===== src/logic/adc_pkg.sv =====
// Package: register map, field positions, reset values and timing for the antenna driver control
package adc_pkg;

  // Register offsets (printed offsets are not all multiples of four: index, byte address = 4 * index)
  localparam logic [7:0]  REG_DRV_CTRL_IDX = 8'h14;
  localparam logic [7:0]  REG_AUTO_CTRL_IDX = 8'h15;
  localparam logic [7:0]  REG_STATUS_IDX = 8'h17;
  localparam logic [11:0] ADDR_DRV_CTRL = {2'h0, REG_DRV_CTRL_IDX, 2'h0};
  localparam logic [11:0] ADDR_AUTO_CTRL = {2'h0, REG_AUTO_CTRL_IDX, 2'h0};
  localparam logic [11:0] ADDR_STATUS = {2'h0, REG_STATUS_IDX, 2'h0};

  // Driver control fields
  localparam int DC_DRV2_INV_ON = 7;
  localparam int DC_DRV1_INV_ON = 6;
  localparam int DC_DRV2_INV_OFF = 5;
  localparam int DC_DRV1_INV_OFF = 4;
  localparam int DC_DRV2_CW = 3;
  localparam int DC_FIELD_CHECK = 2;
  localparam int DC_DRV2_EN = 1;
  localparam int DC_DRV1_EN = 0;

  // Automatic control fields
  localparam int AC_AUTO_OFF = 7;
  localparam int AC_FORCE_ASK = 6;
  localparam int AC_FIELD_WAKE = 5;
  localparam int AC_RESERVED = 4;
  localparam int AC_COLL_AVOID = 3;
  localparam int AC_INIT_AVOID = 2;
  localparam int AC_DRV2_AUTO = 1;
  localparam int AC_DRV1_AUTO = 0;

  // Reset values and access masks
  localparam logic [7:0] DRV_CTRL_RESET = 8'h80;
  localparam logic [7:0] AUTO_CTRL_RESET = 8'h00;
  localparam logic [7:0] AUTO_CTRL_WMASK = 8'hef;
  localparam logic [7:0] DRV_CTRL_RMASK = 8'hfb;

  // Delay times in carrier-derived clock cycles, and the collision slot count
  localparam int ACTIVE_DELAY_CYCLES = 1024;
  localparam int INITIAL_DELAY_CYCLES = 2048;
  localparam int COLL_SLOT_N = 3;

  // Source select for the drivers
  typedef enum logic [1:0] {
    ADC_SRC_OFF,
    ADC_SRC_CODER,
    ADC_SRC_EXT,
    ADC_SRC_HIGH
  } adc_src_e;

  // Driver pin pair and analog hints
  typedef struct packed {
    logic drv1;
    logic drv2;
    logic drv1_on;
    logic drv2_on;
  } adc_drive_s;

  // Automatic sequencer states
  typedef enum logic [1:0] {
    ADC_IDLE,
    ADC_WAIT_FIELD_OFF,
    ADC_DELAY,
    ADC_DONE
  } adc_auto_e;

endpackage


===== src/logic/adc_antenna_ctrl.sv =====
// Antenna driver control: APB registers, driver gating and inversion, automatic switch on and off
module adc_antenna_ctrl #(
  parameter int ACTIVE_DELAY  = adc_pkg::ACTIVE_DELAY_CYCLES,
  parameter int INITIAL_DELAY = adc_pkg::INITIAL_DELAY_CYCLES,
  parameter int SLOT_N        = adc_pkg::COLL_SLOT_N
) (
  // Clock and reset
  input  wire logic               pclk,
  input  wire logic               presetn,
  // APB slave
  input  wire logic               psel,
  input  wire logic               penable,
  input  wire logic               pwrite,
  input  wire logic [11:0]        paddr,
  input  wire logic [31:0]        pwdata,
  input  wire logic [3:0]         pstrb,
  output logic                    pready,
  output logic [31:0]             prdata,
  output logic                    pslverr,
  // Transmit side
  input  wire logic               carrier,
  input  wire logic               tx_envelope,
  input  wire logic               tx_last_bit_done,
  input  wire logic [1:0]         driver_source_select,
  // Field detector and power
  input  wire logic               ext_field,
  input  wire logic               soft_power_down,
  // Analog drive
  output adc_pkg::adc_drive_s     antenna_drive,
  output logic                    full_ask_force,
  output logic                    collision_avoid_on,
  output logic [3:0]              collision_slot_n,
  output logic                    wake_request
);

  // ----------------------------------------------------------------
  // Registers and decode
  // ----------------------------------------------------------------
  logic [7:0]         drv_ctrl;
  logic [7:0]         auto_ctrl;
  adc_pkg::adc_auto_e state;
  adc_pkg::adc_auto_e next_state;
  logic               own_field_on;

  wire access   = psel && penable;
  wire wr_fire  = access && pwrite && pready && pstrb[0];
  wire sel_drv  = (paddr == adc_pkg::ADDR_DRV_CTRL);
  wire sel_auto = (paddr == adc_pkg::ADDR_AUTO_CTRL);
  wire sel_stat = (paddr == adc_pkg::ADDR_STATUS);
  wire mapped   = sel_drv || sel_auto || sel_stat;
  wire wr_drv   = wr_fire && sel_drv;
  wire wr_auto  = wr_fire && sel_auto;

  // A register write may only raise enable bits when the field check allows it; the automatic sequencer raises them regardless
  wire       check_block = pwdata[adc_pkg::DC_FIELD_CHECK] && ext_field;
  wire [1:0] wr_en_bits  = check_block ? (pwdata[1:0] & drv_ctrl[1:0]) : pwdata[1:0];

  // ----------------------------------------------------------------
  // Automatic sequencer
  // ----------------------------------------------------------------
  wire        auto_any   = auto_ctrl[adc_pkg::AC_DRV2_AUTO] || auto_ctrl[adc_pkg::AC_DRV1_AUTO];
  wire        init_mode  = auto_ctrl[adc_pkg::AC_INIT_AVOID];
  wire        timer_run  = (state == adc_pkg::ADC_DELAY) && !ext_field;
  wire [15:0] delay_lim  = init_mode ? 16'(INITIAL_DELAY) : 16'(ACTIVE_DELAY);
  wire        delay_done;
  wire        auto_on    = (state == adc_pkg::ADC_DELAY) && delay_done;
  wire        auto_off   = auto_ctrl[adc_pkg::AC_AUTO_OFF] && tx_last_bit_done;

  adc_delay_timer #(
    .CNT_W (16)
  ) u_timer (
    .pclk    (pclk),
    .presetn (presetn),
    .run     (timer_run),
    .limit   (delay_lim),
    .expired (delay_done)
  );

  always_comb begin
    next_state = state;
    case (state)
      adc_pkg::ADC_IDLE: begin
        if (auto_any && !own_field_on) begin
          next_state = init_mode ? adc_pkg::ADC_DELAY : adc_pkg::ADC_WAIT_FIELD_OFF;
        end
      end
      adc_pkg::ADC_WAIT_FIELD_OFF: begin
        if (!ext_field) begin
          next_state = adc_pkg::ADC_DELAY;
        end
      end
      adc_pkg::ADC_DELAY: begin
        if (!auto_any) begin
          next_state = adc_pkg::ADC_IDLE;
        end else if (ext_field) begin
          next_state = adc_pkg::ADC_WAIT_FIELD_OFF;
        end else if (delay_done) begin
          next_state = adc_pkg::ADC_DONE;
        end
      end
      adc_pkg::ADC_DONE: begin
        if (!own_field_on) begin
          next_state = adc_pkg::ADC_IDLE;
        end
      end
      default: next_state = adc_pkg::ADC_IDLE;
    endcase
  end

  always_ff @(posedge pclk or negedge presetn) begin
    if (!presetn) begin
      state <= adc_pkg::ADC_IDLE;
    end else begin
      state <= next_state;
    end
  end

  // ----------------------------------------------------------------
  // Register writes and hardware updates
  // ----------------------------------------------------------------
  wire [1:0] auto_en_set = {auto_on && auto_ctrl[adc_pkg::AC_DRV2_AUTO],
                            auto_on && auto_ctrl[adc_pkg::AC_DRV1_AUTO]};
  wire [7:0] drv_wdata   = {pwdata[7:3], 1'b0, wr_en_bits};
  wire [7:0] drv_base    = wr_drv ? drv_wdata : drv_ctrl;
  wire [1:0] en_after    = auto_off ? 2'b00 : drv_base[1:0];
  wire [7:0] next_drv    = {drv_base[7:2], en_after | auto_en_set};

  // Self clear of initial avoidance wins over a write in the same cycle, once own field is up
  wire [7:0] auto_base   = wr_auto ? (pwdata[7:0] & adc_pkg::AUTO_CTRL_WMASK) : auto_ctrl;
  wire       init_clear  = |next_drv[1:0];
  wire [7:0] next_auto   = init_clear ? (auto_base & ~(8'h01 << adc_pkg::AC_INIT_AVOID)) : auto_base;

  always_ff @(posedge pclk or negedge presetn) begin
    if (!presetn) begin
      drv_ctrl     <= adc_pkg::DRV_CTRL_RESET;
      auto_ctrl    <= adc_pkg::AUTO_CTRL_RESET;
      own_field_on <= 1'b0;
    end else begin
      drv_ctrl     <= next_drv;
      auto_ctrl    <= next_auto;
      own_field_on <= |next_drv[1:0];
    end
  end

  // ----------------------------------------------------------------
  // APB answer: one wait-free access phase
  // ----------------------------------------------------------------
  wire [7:0]  status_byte = {4'h0, ext_field, own_field_on, state == adc_pkg::ADC_DONE,
                             state == adc_pkg::ADC_DELAY};
  wire [7:0]  rd_byte     = sel_drv  ? (drv_ctrl & adc_pkg::DRV_CTRL_RMASK) :
                            sel_auto ? auto_ctrl :
                            sel_stat ? status_byte : 8'h00;
  wire        setup       = psel && !penable;

  always_ff @(posedge pclk or negedge presetn) begin
    if (!presetn) begin
      pready  <= 1'b0;
      prdata  <= 32'h0;
      pslverr <= 1'b0;
    end else begin
      pready  <= setup;
      prdata  <= (setup && !pwrite) ? {24'h0, rd_byte} : 32'h0;
      pslverr <= setup && !mapped;
    end
  end

  // ----------------------------------------------------------------
  // Driver output shaping
  // ----------------------------------------------------------------
  function automatic logic drive_level(input logic en, input logic inv_on, input logic inv_off,
                                       input logic src);
    logic raw;
    raw = en ? src : 1'b0;
    drive_level = raw ^ (en ? inv_on : inv_off);
  endfunction

  wire src_coder = carrier && !tx_envelope;
  wire src_high  = (driver_source_select == 2'(adc_pkg::ADC_SRC_HIGH));
  wire src1      = src_high ? 1'b1 : src_coder;
  wire src2      = src_high ? 1'b1 : (drv_ctrl[adc_pkg::DC_DRV2_CW] ? carrier : src_coder);

  always_ff @(posedge pclk or negedge presetn) begin
    if (!presetn) begin
      antenna_drive      <= '0;
      full_ask_force     <= 1'b0;
      collision_avoid_on <= 1'b0;
      collision_slot_n   <= 4'h0;
      wake_request       <= 1'b0;
    end else begin
      antenna_drive.drv1    <= drive_level(drv_ctrl[adc_pkg::DC_DRV1_EN], drv_ctrl[adc_pkg::DC_DRV1_INV_ON],
                                           drv_ctrl[adc_pkg::DC_DRV1_INV_OFF], src1);
      antenna_drive.drv2    <= drive_level(drv_ctrl[adc_pkg::DC_DRV2_EN], drv_ctrl[adc_pkg::DC_DRV2_INV_ON],
                                           drv_ctrl[adc_pkg::DC_DRV2_INV_OFF], src2);
      antenna_drive.drv1_on <= drv_ctrl[adc_pkg::DC_DRV1_EN];
      antenna_drive.drv2_on <= drv_ctrl[adc_pkg::DC_DRV2_EN];
      full_ask_force        <= auto_ctrl[adc_pkg::AC_FORCE_ASK];
      collision_avoid_on    <= auto_ctrl[adc_pkg::AC_COLL_AVOID];
      collision_slot_n      <= auto_ctrl[adc_pkg::AC_COLL_AVOID] ? 4'(SLOT_N) : 4'h0;
      wake_request          <= auto_ctrl[adc_pkg::AC_FIELD_WAKE] && soft_power_down && ext_field;
    end
  end

endmodule


===== src/logic/adc_delay_timer.sv =====
// Delay counter that runs while a condition holds and pulses when the count is reached
module adc_delay_timer #(
  parameter int CNT_W = 16
) (
  // Clock and reset
  input  wire logic             pclk,
  input  wire logic             presetn,
  // Control
  input  wire logic             run,
  input  wire logic [CNT_W-1:0] limit,
  // Result
  output logic                  expired
);

  logic [CNT_W-1:0] count;
  wire              at_limit = (count >= limit);

  always_ff @(posedge pclk or negedge presetn) begin
    if (!presetn) begin
      count   <= '0;
      expired <= 1'b0;
    end else if (!run) begin
      count   <= '0;
      expired <= 1'b0;
    end else begin
      expired <= at_limit && !expired;
      if (!at_limit) begin
        count <= count + 1'b1;
      end
    end
  end

endmodule


===== config.mk =====
export PLATFORM = sky130hd
export DESIGN_NAME = adc_antenna_ctrl
export DESIGN_NICKNAME = d
export VERILOG_FILES = /design/src/logic/adc_pkg.sv /design/src/logic/adc_antenna_ctrl.sv /design/src/logic/adc_delay_timer.sv
export SDC_FILE = /design/constraint.sdc
export NUM_CORES = 1
export LEC_CHECK = 0
export BUFFER_PORTS_ARGS = -buffer_cell sky130_fd_sc_hd__buf_2
export CORE_ASPECT_RATIO = 0.8
export CORE_MARGIN = 2
export CORE_UTILIZATION = 44
export CTS_CLUSTER_SIZE = 14
export DETAILED_ROUTE_END_ITERATION = 8
export PLACE_DENSITY = 0.75
export SYNTH_ARGS = -nofsm -noshare
export SYNTH_HDL_FRONTEND = slang
export SYNTH_SLANG_ARGS = --single-unit

===== constraint.sdc =====
create_clock -name pclk -period 2 [get_ports pclk]
set_input_delay 0.3 -clock pclk [delete_from_list [all_inputs] [get_ports pclk]]
set_output_delay 0.3 -clock pclk [all_outputs]
set_load 0.005 [all_outputs]

After elaboration in Yosys (flattened, before gate mapping). Index checks and enable logic that the tools add are counted.

Add/sub/neg operators: 1. $lt $le $gt $ge: 1. Muxes and demuxes: 29. Bitwise logic cells: 4. Eq/ne operators: 12. Reductions and logical operators: 34.

Operators with widths (count): == test 12 x 7 -> 1 bit, second input constant (3); 2-to-1 mux 16 bit (2); 2-to-1 mux 8 bit (4); 2-to-1 mux 2 bit (11); logical AND 1 bit (20); adder 16 x 1 -> 16 bit, second input constant (1); greater-or-equal comparator 16 x 12 -> 1 bit (1); 2-to-1 mux 12 bit (1); 2-to-1 mux 1 bit (8); inequality test 2 bit, second input constant (4); one-hot mux 2 bit (4 select lines) (1); zero test 1 bit (7); == test 2 bit, second input constant (3); 2-to-1 mux 4 bit (1); inequality test 4 x 3 -> 1 bit, second input constant (1); AND reduction 4 bit (1); logical OR 1 bit (3); 2-to-1 mux 3 bit (1); AND 2 bit (1); == test 2 x 1 -> 1 bit, second input constant (1); zero test 2 bit (1); OR 2 bit (1); nonzero test 2 bit (1); OR reduction 2 bit (1); bitwise XOR 1 bit (2).

Word-level logic and storage cells: 100. Bits in registers: 54. Bits of input ports: 60.

Depth between registers and ports, before layout. Gate-level depths: netlist (run 1).

Depth after elaboration: 10. Mapped depth: 7. Depth with buffers taken out: 7.

Cells and area by module. A second synthesis (run 1) with hierarchy kept.

Cells, all modules: 308. Area, all modules: 3020.4 sq um.

Modules (own cells, without submodules): adc_antenna_ctrl (times used 1, cells an instance 161, area each 1731.7 sq um); adc_delay_timer (times used 1, cells an instance 147, area each 1288.7 sq um).

Least setup slack after synthesis (run 1). No wires, ideal clock.

Kind: reg-to-reg. Start point: reg auto_ctrl[2]. End point: reg u_timer.count[8]. Library setup time: 78 ps. Buffers on the path: 0. Path slack: -2 ps. Period minus slack after synthesis: 2002 ps. Arrival time: 1923 ps. Required time: 1922 ps. Cell stages (with the launch flop): 8. Cells stage by stage: dfrtp_1 inv_1 ha_1 or4_4 nor3_4 nand4_4 or3_1 a21oi_1.

Word-level cells in the longest chain between the ends: 3.

Ends and longest elaborated chain: start: declaration (line adc_antenna_ctrl.sv:40) `logic [7:0] auto_ctrl;`; start signal: assignment (line adc_antenna_ctrl.sv:136) `auto_ctrl <= adc_pkg::AUTO_CTRL_RESET;`; start signal: assignment (line adc_antenna_ctrl.sv:140) `auto_ctrl <= next_auto;`; 2-to-1 mux 12 bit (line adc_antenna_ctrl.sv:64) `wire [15:0] delay_lim = init_mode ? 16'(INITIAL_DELAY) : 16'(ACTIVE_DELAY);`; greater-or-equal comparator 16 x 12 -> 1 bit (line adc_delay_timer.sv:16) `wire at_limit = (count >= limit);`; inequality test 2 bit (no line); end signal: assignment (line adc_delay_timer.sv:28) `count <= count + 1'b1;`; end: declaration (line adc_delay_timer.sv:15) `logic [CNT_W-1:0] count;`.

No other way between the ends. A chain may end at the register's enable or synchronous reset.

Final worst setup path (run 1).
Start point: reg u_timer.count[11]. End point: reg u_timer.count[8].

Word-level cells in the longest chain between the ends: 2.

Ends and longest elaborated chain (line): greater-or-equal comparator 16 x 12 -> 1 bit (adc_delay_timer.sv:16); inequality test 2 bit (no line).

No other way between the ends.

==> flow_summary.yaml, run 1 <==
timing:
  max_freq_ghz: 0.5064
  rsz_0062_raised_after_global_routing: "yes"
  worst_case_hold_slack_ns: 0.08145
  relSlewSlack_pct: 58.24
  max_slew.worst_pin.slew_ns: 0.6264
  final-hold-violation-count: 0
  setup_viol: 0
  skew_ns: 0.01157
  fin_crit_sh_pct: 98.73
  period_minus_slack_ns: 1.975
  fin_setup_tns_ns: 0
  final-max-slew-violation-count: 0
power:
  power_leakage_nw: 1.469
  peakVddDrop_mv: 0.3329
  power.density_cell_area_nw_per_um2: 675.6
grt:
  groute.usage.overall_pct: 17.22
  grt_first_pass_wirelength_um: 8976
  globalRouteOverflowTotal: 0
  number_of_antenna_violations_at_the_first_check_in_global_routing: 0
  grt_max_degree: 52
  grt_pass1_vias: 1902
clock_network:
  cts_buffers: 5
  cts-hold-fix-buffers: 0
  cts.sink_count: 51
  clk_latency_ns: 0.31
  cts_buffer_depth: 2
  clkSlewWorstSetupHoldPaths_ns: 0.10
  cts.root.buffer_cell: "clkbuf_8"
  htreeDepth: 2
  tritoncts: "yes"
die:
  die_h_um: 72.86
  num_rows: 25
  die_area_um2: 6562
  effective_utilization_at_floorplan_pct: 44.82
  die_width_um: 90.07
  core_um2: 5818
  io-pin-count: 105
critical_path:
  worstPathMaxFanout: 6
  cp_cell_instances: "ha_4 > or4_4 > nor3_4 > nand4_4 > or3_1 > a21oi_1"
  worst_path_max_delay_cell: "or4_4"
  crit_path_max_incr_delay_ns: 0.44
  critical-path-top-delay-family: "simple AND/OR/NAND/NOR gates"
  reg2reg_from: "u_timer.count[11]$_DFFE_PN0P_"
  timing.setup.critical_path_class: "reg -> reg"
  start_kind: "flip-flop"
  worst-endpoint-arrival_ns: 2.20
  timing.critical_path.required_ns: 2.23
  cp.buffers_inverters: 0
  worst_setup_path_start: "u_timer.count[11]$_DFFE_PN0P_"
  crit_path_end_kind: "flip-flop"
logic_synthesis:
  synth.top_cell.area_share_pct: 47.98
  dominantRegCellSynth: "dfrtp_1"
  async_reset_ff_share_pct: 100.0
  synth_enable_flop_cells: 0
  post_synth_instance_area_um2: 2608
  synth-seq-cells: 51
  yosysMostFrequentCell: "dfrtp_1"
  netlist_instances: 253
  ys_seq_area_share_pct: 48.99
  synthesis.yosys.warnings: 0
  synth.top_cells.by_count: "dfrtp_1, buf_4, nand2_1, nor2_1, nand3_1"
  yosys.cell_types.count: 46
  synth_top_area_cell: "dfrtp_1"
  synth.area.top_cells: "dfrtp_1, buf_4, nand2_1"
  postSynthAreaPerCell_um2: 10.31
routing:
  avgViaCountPerCell: 4.826
  detail_route.wl_per_cell_um: 12.97
  drt_drc_violations_left: 0
  final_antenna_net_count: 0
  drt-pass1-iter-count: 4
  drt_iter0_drc: 118
  route.final.wire_length_um: 5213
  vias: 1940
place:
  dpl.hpwl_um: 3812
  io_buffers: 51
  dp.cells: 390
  globalplace.congestion: 0.7863
final_layout:
  syn2layout_area_growth_pct: 18.76
  fin_util_pct: 53.23
  instances_no_fill: 402
  fill_cells: 528
  number_of_antenna_diodes: 0
  multi_input_comb_area_um2: 1190
  final_layout_size_suffix_gt1_share_pct: 30.84
  design.final.nets: 384
  seq_area_um2: 1277
run:
  max_cap_violations: 0
run_status:
  status: "finished, final reports clean"
hold_path:
  hp-class: "in -> async"
==> cell type report <==
type | instances | area share [%]
clock buffers | 5 | 2.222
inverters | 8 | 0.9697
clock inverters | 3 | 1.495
well taps | 81 | 3.273
multi-input cells | 186 | 38.42
repair buffers | 68 | 12.36
flip-flops and latches | 51 | 41.25
==> repair_timing <==
action | 4_1_cts | 5_1_grt
gates cloned | 0 | 0
setup buffers | 0 | 4
setup endpoints to repair | 1 | 9
pin swaps | 0 | 1
resized for setup | 2 | 4
==> state kept, by name, summed over array words and instances, names as in the netlist <==
| register | flops |
|---|---|
| antenna_drive | 4 |
| auto_ctrl | 7 |
| collision_slot_n | 1 |
| drv_ctrl | 7 |
| full_ask_force | 1 |
| own_field_on | 1 |
| prdata | 8 |
| pready | 1 |
| pslverr | 1 |
| state | 2 |
| u_timer.count | 16 |
| u_timer.expired | 1 |
| wake_request | 1 |
==> cell usage in the layout (no fill, tap or decap), types with 2 or more instances in the layout <==
| cell type | Yosys | routed |
|---|---|---|
| nand2b_1 | 3 | 3 |
| mux2i_1 | 4 | 4 |
| buf_2 | 1 | 51 |
| buf_4 | 28 | 17 |
| and4bb_2 | 2 | 2 |
| and3_1 | 3 | 3 |
| mux2_2 | 8 | 8 |
| dfrtp_1 | 50 | 50 |
| a21oi_1 | 10 | 9 |
| o221ai_1 | 2 | 2 |
| nand4_4 | 2 | 2 |
| xnor2_1 | 5 | 5 |
| and4_1 | 3 | 3 |
| ha_1 | 4 | 3 |
| nor3_1 | 3 | 3 |
| nand3_1 | 11 | 10 |
| xor2_1 | 5 | 5 |
| clkbuf_8 | 0 | 5 |
| or3_1 | 3 | 2 |
| and2_1 | 4 | 4 |
| o21ai_0 | 8 | 8 |
| nor2_1 | 24 | 24 |
| a22oi_1 | 4 | 4 |
| nand2_1 | 27 | 27 |
| conb_1 | 1 | 26 |
| nand4_1 | 4 | 4 |
| nor4_4 | 2 | 2 |
| nor2b_1 | 4 | 4 |
| inv_1 | 8 | 7 |
==> layer usage <==
metal | routed length, µm | GRT usage, % | vias up | part of all wire [%]
met2 | 2391 | 27.90 | 70 | 46
met3 | 326 | 3.306 | 6 | 6.3
met4 | 99 | 7.350 | 0 | 1.9
li1 | - | - | 955 | -
met5 | 0 | 0 | - | 0
met1 | 2396 | 23.09 | 909 | 46
==> power breakdown <==
part           leakage (nW)  switching, mW  internal, mW
Combinational         0.741          0.152         0.100
Sequential            0.673         0.0464          1.06
Clock                0.0548          0.357         0.377
==> stage by stage <==
| step | setup slack, ns | power (mW) | instance area [µm²] |
|---|---|---|---|
| floorplan | -0.001597 | 1.315 | 2701 |
| finish | 0.02531 | 2.092 | 3097 |
| detailed placement | 0.004016 | 1.375 | 2925 |
| global placement | 0.04787 | 1.365 | 2925 |
| CTS | -0.004817 | 2.114 | 3043 |
| global route | -0.07790 | 2.209 | 3097 |
==> cell families after synthesis <==
group	Yosys count	share of synthesized area, %
compound gates	30	7.055
xor+xnor	10	3.359
fa+ha+maj	4	1.919
buf+inv	41	9.980
flops	51	48.99
mux	12	4.991
other cells	1	0.1438
simple gates	104	23.56
==> path summary, 6_finish.rpt <==
check,cells after the start,slack (ns),to
worst max-delay path,6,0.03,u_timer.count[8]$_DFFE_PN0P_
worst min-delay path,2,0.08,drv_ctrl[4]$_DFFE_PN0N_
min in group pclk,2,0.17,pready$_DFF_PN0_
max in group asynchronous,2,1.50,u_timer.count[4]$_DFFE_PN0P_
worst min register to register,0,0.41,full_ask_force$_DFF_PN0_
worst max register to register,6,0.03,u_timer.count[8]$_DFFE_PN0P_
No activity file was read; power rests on OpenSTA's default activity.
==> run 2: changes to the inputs <==
--- a/config.mk
+++ b/config.mk
@@ -12,6 +12,7 @@
 export CTS_CLUSTER_SIZE = 14
 export DETAILED_ROUTE_END_ITERATION = 8
 export PLACE_DENSITY = 0.75
+export RECOVER_POWER = 50
 export SYNTH_ARGS = -nofsm -noshare
 export SYNTH_HDL_FRONTEND = slang
 export SYNTH_SLANG_ARGS = --single-unit
==> flow_summary.yaml, run 2 (synthesis gave the netlist of run 1 again) <==
power:
  power.switching_mw: 0.5556
  power.share.combinational_pct: 12.0
  peakVddDrop_mv: 0.3329
  internal-power_mw: 1.536
  power_leakage_nw: 1.468
  power_switching_share_pct: 26.57
  clk_pwr_share_pct: 35.1
  power.density_cell_area_nw_per_um2: 676.0
  sequential_power_share_pct: 52.9
timing:
  fin_crit_sh_pct: 98.74
  setup_viol: 0
  max_freq_ghz: 0.5064
  fin_ws_ns: 0.02512
  rsz_0062_raised_after_global_routing: "yes"
  max_slew.worst_pin.slew_ns: 1.225
  period_minus_slack_ns: 1.975
  relSlewSlack_pct: 18.31
  final-hold-violation-count: 0
  final-max-slew-violation-count: 0
  skew_ns: 0.01158
routing:
  detail_route.wl_per_cell_um: 12.98
  route.final.wire_length_um: 5216
  drt_iter0_drc: 118
  vias: 1939
  drt_drc_violations_left: 0
  avgViaCountPerCell: 4.823
  final_antenna_net_count: 0
  drt-pass1-iter-count: 4
critical_path:
  crit_path_end_kind: "flip-flop"
  timing.critical_path.required_ns: 2.23
  start_kind: "flip-flop"
  worst-endpoint-arrival_ns: 2.20
  r2r-end: "u_timer.count[8]$_DFFE_PN0P_"
  reg2reg_from: "u_timer.count[11]$_DFFE_PN0P_"
  crit_path_end: "u_timer.count[8]$_DFFE_PN0P_"
  worstPathMaxFanout: 6
  worst_setup_path_start: "u_timer.count[11]$_DFFE_PN0P_"
  reg2reg_setup_slack_ns: 0.03
  timing.setup.critical_path_class: "reg -> reg"
  reg2regPathDepth: 6
clock_network:
  clkSlewWorstSetupHoldPaths_ns: 0.10
  cts_buffers: 5
  cts.sink_count: 51
  clk_latency_ns: 0.31
  htreeDepth: 2
  tritoncts: "yes"
  cts.root.buffer_cell: "clkbuf_8"
  cts-hold-fix-buffers: 0
  cts_buffer_depth: 2
final_layout:
  final_common_cell: "buf_2"
  largest_register_ff_count: 16
  fin_util_pct: 53.18
  fill_cells: 529
  design.final.nets: 384
  top_register: "u_timer.count"
  syn2layout_area_growth_pct: 18.67
  mostFrequentLayoutCells: "buf_2, dfrtp_1, nand2_1, conb_1, nor2_1"
  number_of_antenna_diodes: 0
  reg.largest.list: "u_timer.count (16), prdata (8)"
  seq_area_um2: 1277
  multi_input_comb_area_um2: 1190
  post-route-cell-area_um2: 3094
  final_layout_size_suffix_gt1_share_pct: 30.84
hold_path:
  hp-class: "in -> reg"
  holdCritStartpoint: "penable"
place:
  placed_area_um2: 2925
  globalplace.congestion: 0.7863
  dpl.hpwl_um: 3812
  io_buffers: 51
  post-place-ws_ns: 0.004016
die:
  num_rows: 25
  effective_utilization_at_floorplan_pct: 44.82
  core_um2: 5818
  io-pin-count: 105
  die_area_um2: 6562
  die_h_um: 72.86
  die_width_um: 90.07
run_status:
  status: "finished, final reports clean"
grt:
  grt_first_pass_wirelength_um: 8976
  globalRouteOverflowTotal: 0
  number_of_antenna_violations_at_the_first_check_in_global_routing: 0
  groute.usage.overall_pct: 17.22
  grt_max_degree: 52
  grt_pass1_vias: 1902
run:
  max_cap_violations: 0
run 2: per-layer routing:
| layer | vias to the layer above | GRT usage [%] | wire length, µm |
|---|---|---|---|
| met5 | - | 0 | 0 |
| met4 | 0 | 7.350 | 99 |
| met3 | 6 | 3.306 | 326 |
| met2 | 70 | 27.90 | 2391 |
| met1 | 908 | 23.09 | 2398 |
| li1 | 955 | - | - |
run 2: worst min path at each step:
stage	to	slack (ns)	cells after the start
after floorplan	antenna_drive[0]$_DFF_PN0_	0.004	0
after global placement	full_ask_force$_DFF_PN0_	0.39	0
after detailed placement	full_ask_force$_DFF_PN0_	0.40	0
after CTS	auto_ctrl[0]$_DFFE_PN0P_	0.1	2
after global routing	pready$_DFF_PN0_	0.17	2
final	pready$_DFF_PN0_	0.17	2
run 2: area by class of cell:
class / count / share of cell area [%]
Tap cell: 81 / 3.275
Multi-Input combinational cell: 186 / 38.46
Timing Repair Buffer: 68 / 12.29
Clock inverter: 3 / 1.496
Clock buffer: 5 / 2.224
Inverter: 8 / 0.9705
Sequential cell: 51 / 41.29
run 2: timing repair:
item,4_1_cts,5_1_grt
resized for setup,2,4
buffers inserted,0,4
pin swaps,0,1
endpoints found under the setup margin,1,9
run 2: stage by stage:
step | power (mW) | TNS [ns] | cells | hold slack (ns)
detailed placement | 1.375 | 0 | 390 | 0.3961
finish | 2.092 | 0 | 402 | 0.1682
CTS | 2.114 | -0.004817 | 398 | 0.09776
global placement | 1.365 | 0 | 390 | 0.3932
global route | 2.208 | -0.2733 | 402 | 0.1736
floorplan | 1.315 | -0.001597 | 278 | 0.004409
run 2: worst max-delay path: stages (launching register included):
cell     delay, ns
dfrtp_1       0.42
ha_4          0.16
or4_4         0.44
nor3_4        0.19
nand4_4       0.16
or3_1         0.37
a21oi_1       0.15
run 2: power by group through the flow:
stage                     Sequential, mW  Clock, mW  Combinational [mW]
final                               1.11      0.734               0.252
after global placement              1.12          0               0.242
after CTS                           1.10      0.757               0.253
after global routing                1.12      0.800               0.293
after floorplan                     1.10          0               0.219
after detailed placement            1.12          0               0.252
==> run 3: changes to the inputs <==
--- a/config.mk
+++ b/config.mk
@@ -5,13 +5,14 @@
 export SDC_FILE = /design/constraint.sdc
 export NUM_CORES = 1
 export LEC_CHECK = 0
-export BUFFER_PORTS_ARGS = -buffer_cell sky130_fd_sc_hd__buf_2
+export BUFFER_PORTS_ARGS = -buffer_cell sky130_fd_sc_hd__buf_4
 export CORE_ASPECT_RATIO = 0.8
 export CORE_MARGIN = 2
-export CORE_UTILIZATION = 44
+export CORE_UTILIZATION = 45
+export CTS_BUF_LIST = sky130_fd_sc_hd__clkbuf_8
 export CTS_CLUSTER_SIZE = 14
 export DETAILED_ROUTE_END_ITERATION = 8
-export PLACE_DENSITY = 0.75
+export PLACE_DENSITY = 0.76
 export RECOVER_POWER = 50
 export SYNTH_ARGS = -nofsm -noshare
 export SYNTH_HDL_FRONTEND = slang
==> flow_summary.yaml, run 3 (synthesis gave the netlist of run 1 again) <==
timing:
  final-hold-violation-count: 0
  final-max-slew-violation-count: 0
  rsz_0062_raised_after_global_routing: "yes"
  setup_viol: 0
  fin_crit_sh_pct: 99.60
  fin_ws_ns: 0.008096
  skew_ns: 0.002253
  relSlewSlack_pct: 17.81
  fin_setup_tns_ns: 0
  max_slew.worst_pin.slew_ns: 1.233
  max_freq_ghz: 0.5020
  period_minus_slack_ns: 1.992
run:
  max_cap_violations: 0
place:
  io_buffers: 51
  globalplace.congestion: 0.8117
  dpl.hpwl_um: 3840
  post-place-ws_ns: 0.01425
clock_network:
  cts.root.buffer_cell: "clkbuf_8"
  tritoncts: "yes"
  clkSlewWorstSetupHoldPaths_ns: 0.09
  cts.sink_count: 51
  clk_latency_ns: 0.30
  htreeDepth: 2
  cts_buffers: 5
  cts-hold-fix-buffers: 0
  cts_buffer_depth: 2
critical_path:
  timing.setup.critical_path_class: "reg -> reg"
  start_kind: "flip-flop"
  timing.critical_path.required_ns: 2.22
  crit_path_end_kind: "flip-flop"
  cp.buffers_inverters: 1
  critical-path-top-delay-family: "simple AND/OR/NAND/NOR gates"
  worst_path_max_delay_cell: "or4_4"
  crit_path_max_incr_delay_ns: 0.45
  worstPathMaxFanout: 6
  worst-endpoint-arrival_ns: 2.21
  cp_cell_instances: "inv_2 > ha_2 > or4_4 > nor3_4 > nand4_4 > or3_1 > a21oi_1"
final_layout:
  final_common_cell: "buf_4"
  reg.largest.list: "u_timer.count (16), prdata (8)"
  mostFrequentLayoutCells: "buf_4, dfrtp_1, nand2_1, conb_1, nor2_1"
  multi_input_comb_area_um2: 1175
  final_layout_size_suffix_gt1_share_pct: 30.09
  number_of_antenna_diodes: 0
  fill_cells: 478
  seq_area_um2: 1277
  design.final.nets: 382
  largest_register_ff_count: 16
  syn2layout_area_growth_pct: 21.83
  top_register: "u_timer.count"
grt:
  grt_pass1_vias: 1820
  globalRouteOverflowTotal: 0
  number_of_antenna_violations_at_the_first_check_in_global_routing: 0
  grt_first_pass_wirelength_um: 8521
  groute.usage.overall_pct: 17.07
  grt_max_degree: 52
routing:
  drt-pass1-iter-count: 4
  route.final.wire_length_um: 5214
  drt_iter0_drc: 93
  vias: 1961
  drt_drc_violations_left: 0
  final_antenna_net_count: 0
  detail_route.wl_per_cell_um: 13.13
  avgViaCountPerCell: 4.940
power:
  power_leakage_nw: 1.486
  power.density_cell_area_nw_per_um2: 637.4
  peakVddDrop_mv: 0.2737
die:
  die_h_um: 72.09
  die_area_um2: 6423
  num_rows: 24
  effective_utilization_at_floorplan_pct: 47.19
  io-pin-count: 105
  core_um2: 5525
  die_width_um: 89.11
hold_path:
  hp-class: "in -> reg"
run_status:
  status: "finished, final reports clean"
[run 3: cell type report]
cell class | count | area share [%]
clock buffers | 7 | 3.033
multi-input cells | 186 | 36.98
inverters | 8 | 0.9453
clock inverters | 1 | 0.2363
repair buffers | 66 | 15.52
well taps | 78 | 3.072
flip-flops and latches | 51 | 40.21
[run 3: what timing repair did]
| item | 4_1_cts | 5_1_grt |
|---|---|---|
| setup endpoints to repair | 1 | 6 |
| pin swaps | 0 | 0 |
| resized for setup | 2 | 2 |
| setup buffers | 0 | 3 |
[run 3: through the flow]
step / util [%] / hold WS [ns] / cell area [µm²] / std cells / power, mW
after floorplan: - / 0.004409 / 2701 / 278 / 1.315
after global placement: 55.05 / 0.3610 / 3042 / 386 / 1.386
after detailed placement: 55.05 / 0.3688 / 3042 / 386 / 1.391
after CTS: 56.97 / 0.03326 / 3148 / 394 / 2.046
after global routing: 57.50 / 0.1848 / 3177 / 397 / 2.148
final: 57.50 / 0.1948 / 3177 / 397 / 2.025
[run 3: power by group]
part	switching, mW	internal, mW	leakage [nW]
registers	0.0480	1.06	0.673
clock network	0.336	0.315	0.0505
logic	0.149	0.118	0.762
total	0.533	1.49	1.49
[run 3: worst paths after layout]
check / from / to / slack (ns) / cells after the start
setup / recovery: auto_ctrl[2]$_DFFE_PN0P_ / u_timer.count[8]$_DFFE_PN0P_ / 0.008 / 7
hold / removal: pwdata[4] / drv_ctrl[4]$_DFFE_PN0N_ / 0.19 / 3
setup reg to reg: auto_ctrl[2]$_DFFE_PN0P_ / u_timer.count[8]$_DFFE_PN0P_ / 0.008 / 7
hold reg to reg: auto_ctrl[6]$_DFFE_PN0P_ / full_ask_force$_DFF_PN0_ / 0.42 / 0
max in group asynchronous: presetn / u_timer.count[14]$_DFFE_PN0P_ / 1.01 / 1
min in group asynchronous: presetn / full_ask_force$_DFF_PN0_ / 0.24 / 1
[run 3: worst min-delay path, stage by stage]
cell,delay [ns]
buf_4,0.08
nand2_1,0.04
nand2_1,0.05
[run 3: per-layer routing]
metal,vias up,track usage (%),routed length (µm)
li1,946,-,-
met1,948,24.96,2464
met2,65,25.93,2459
met3,2,4.551,273
met4,0,3.151,17
met5,-,0,0
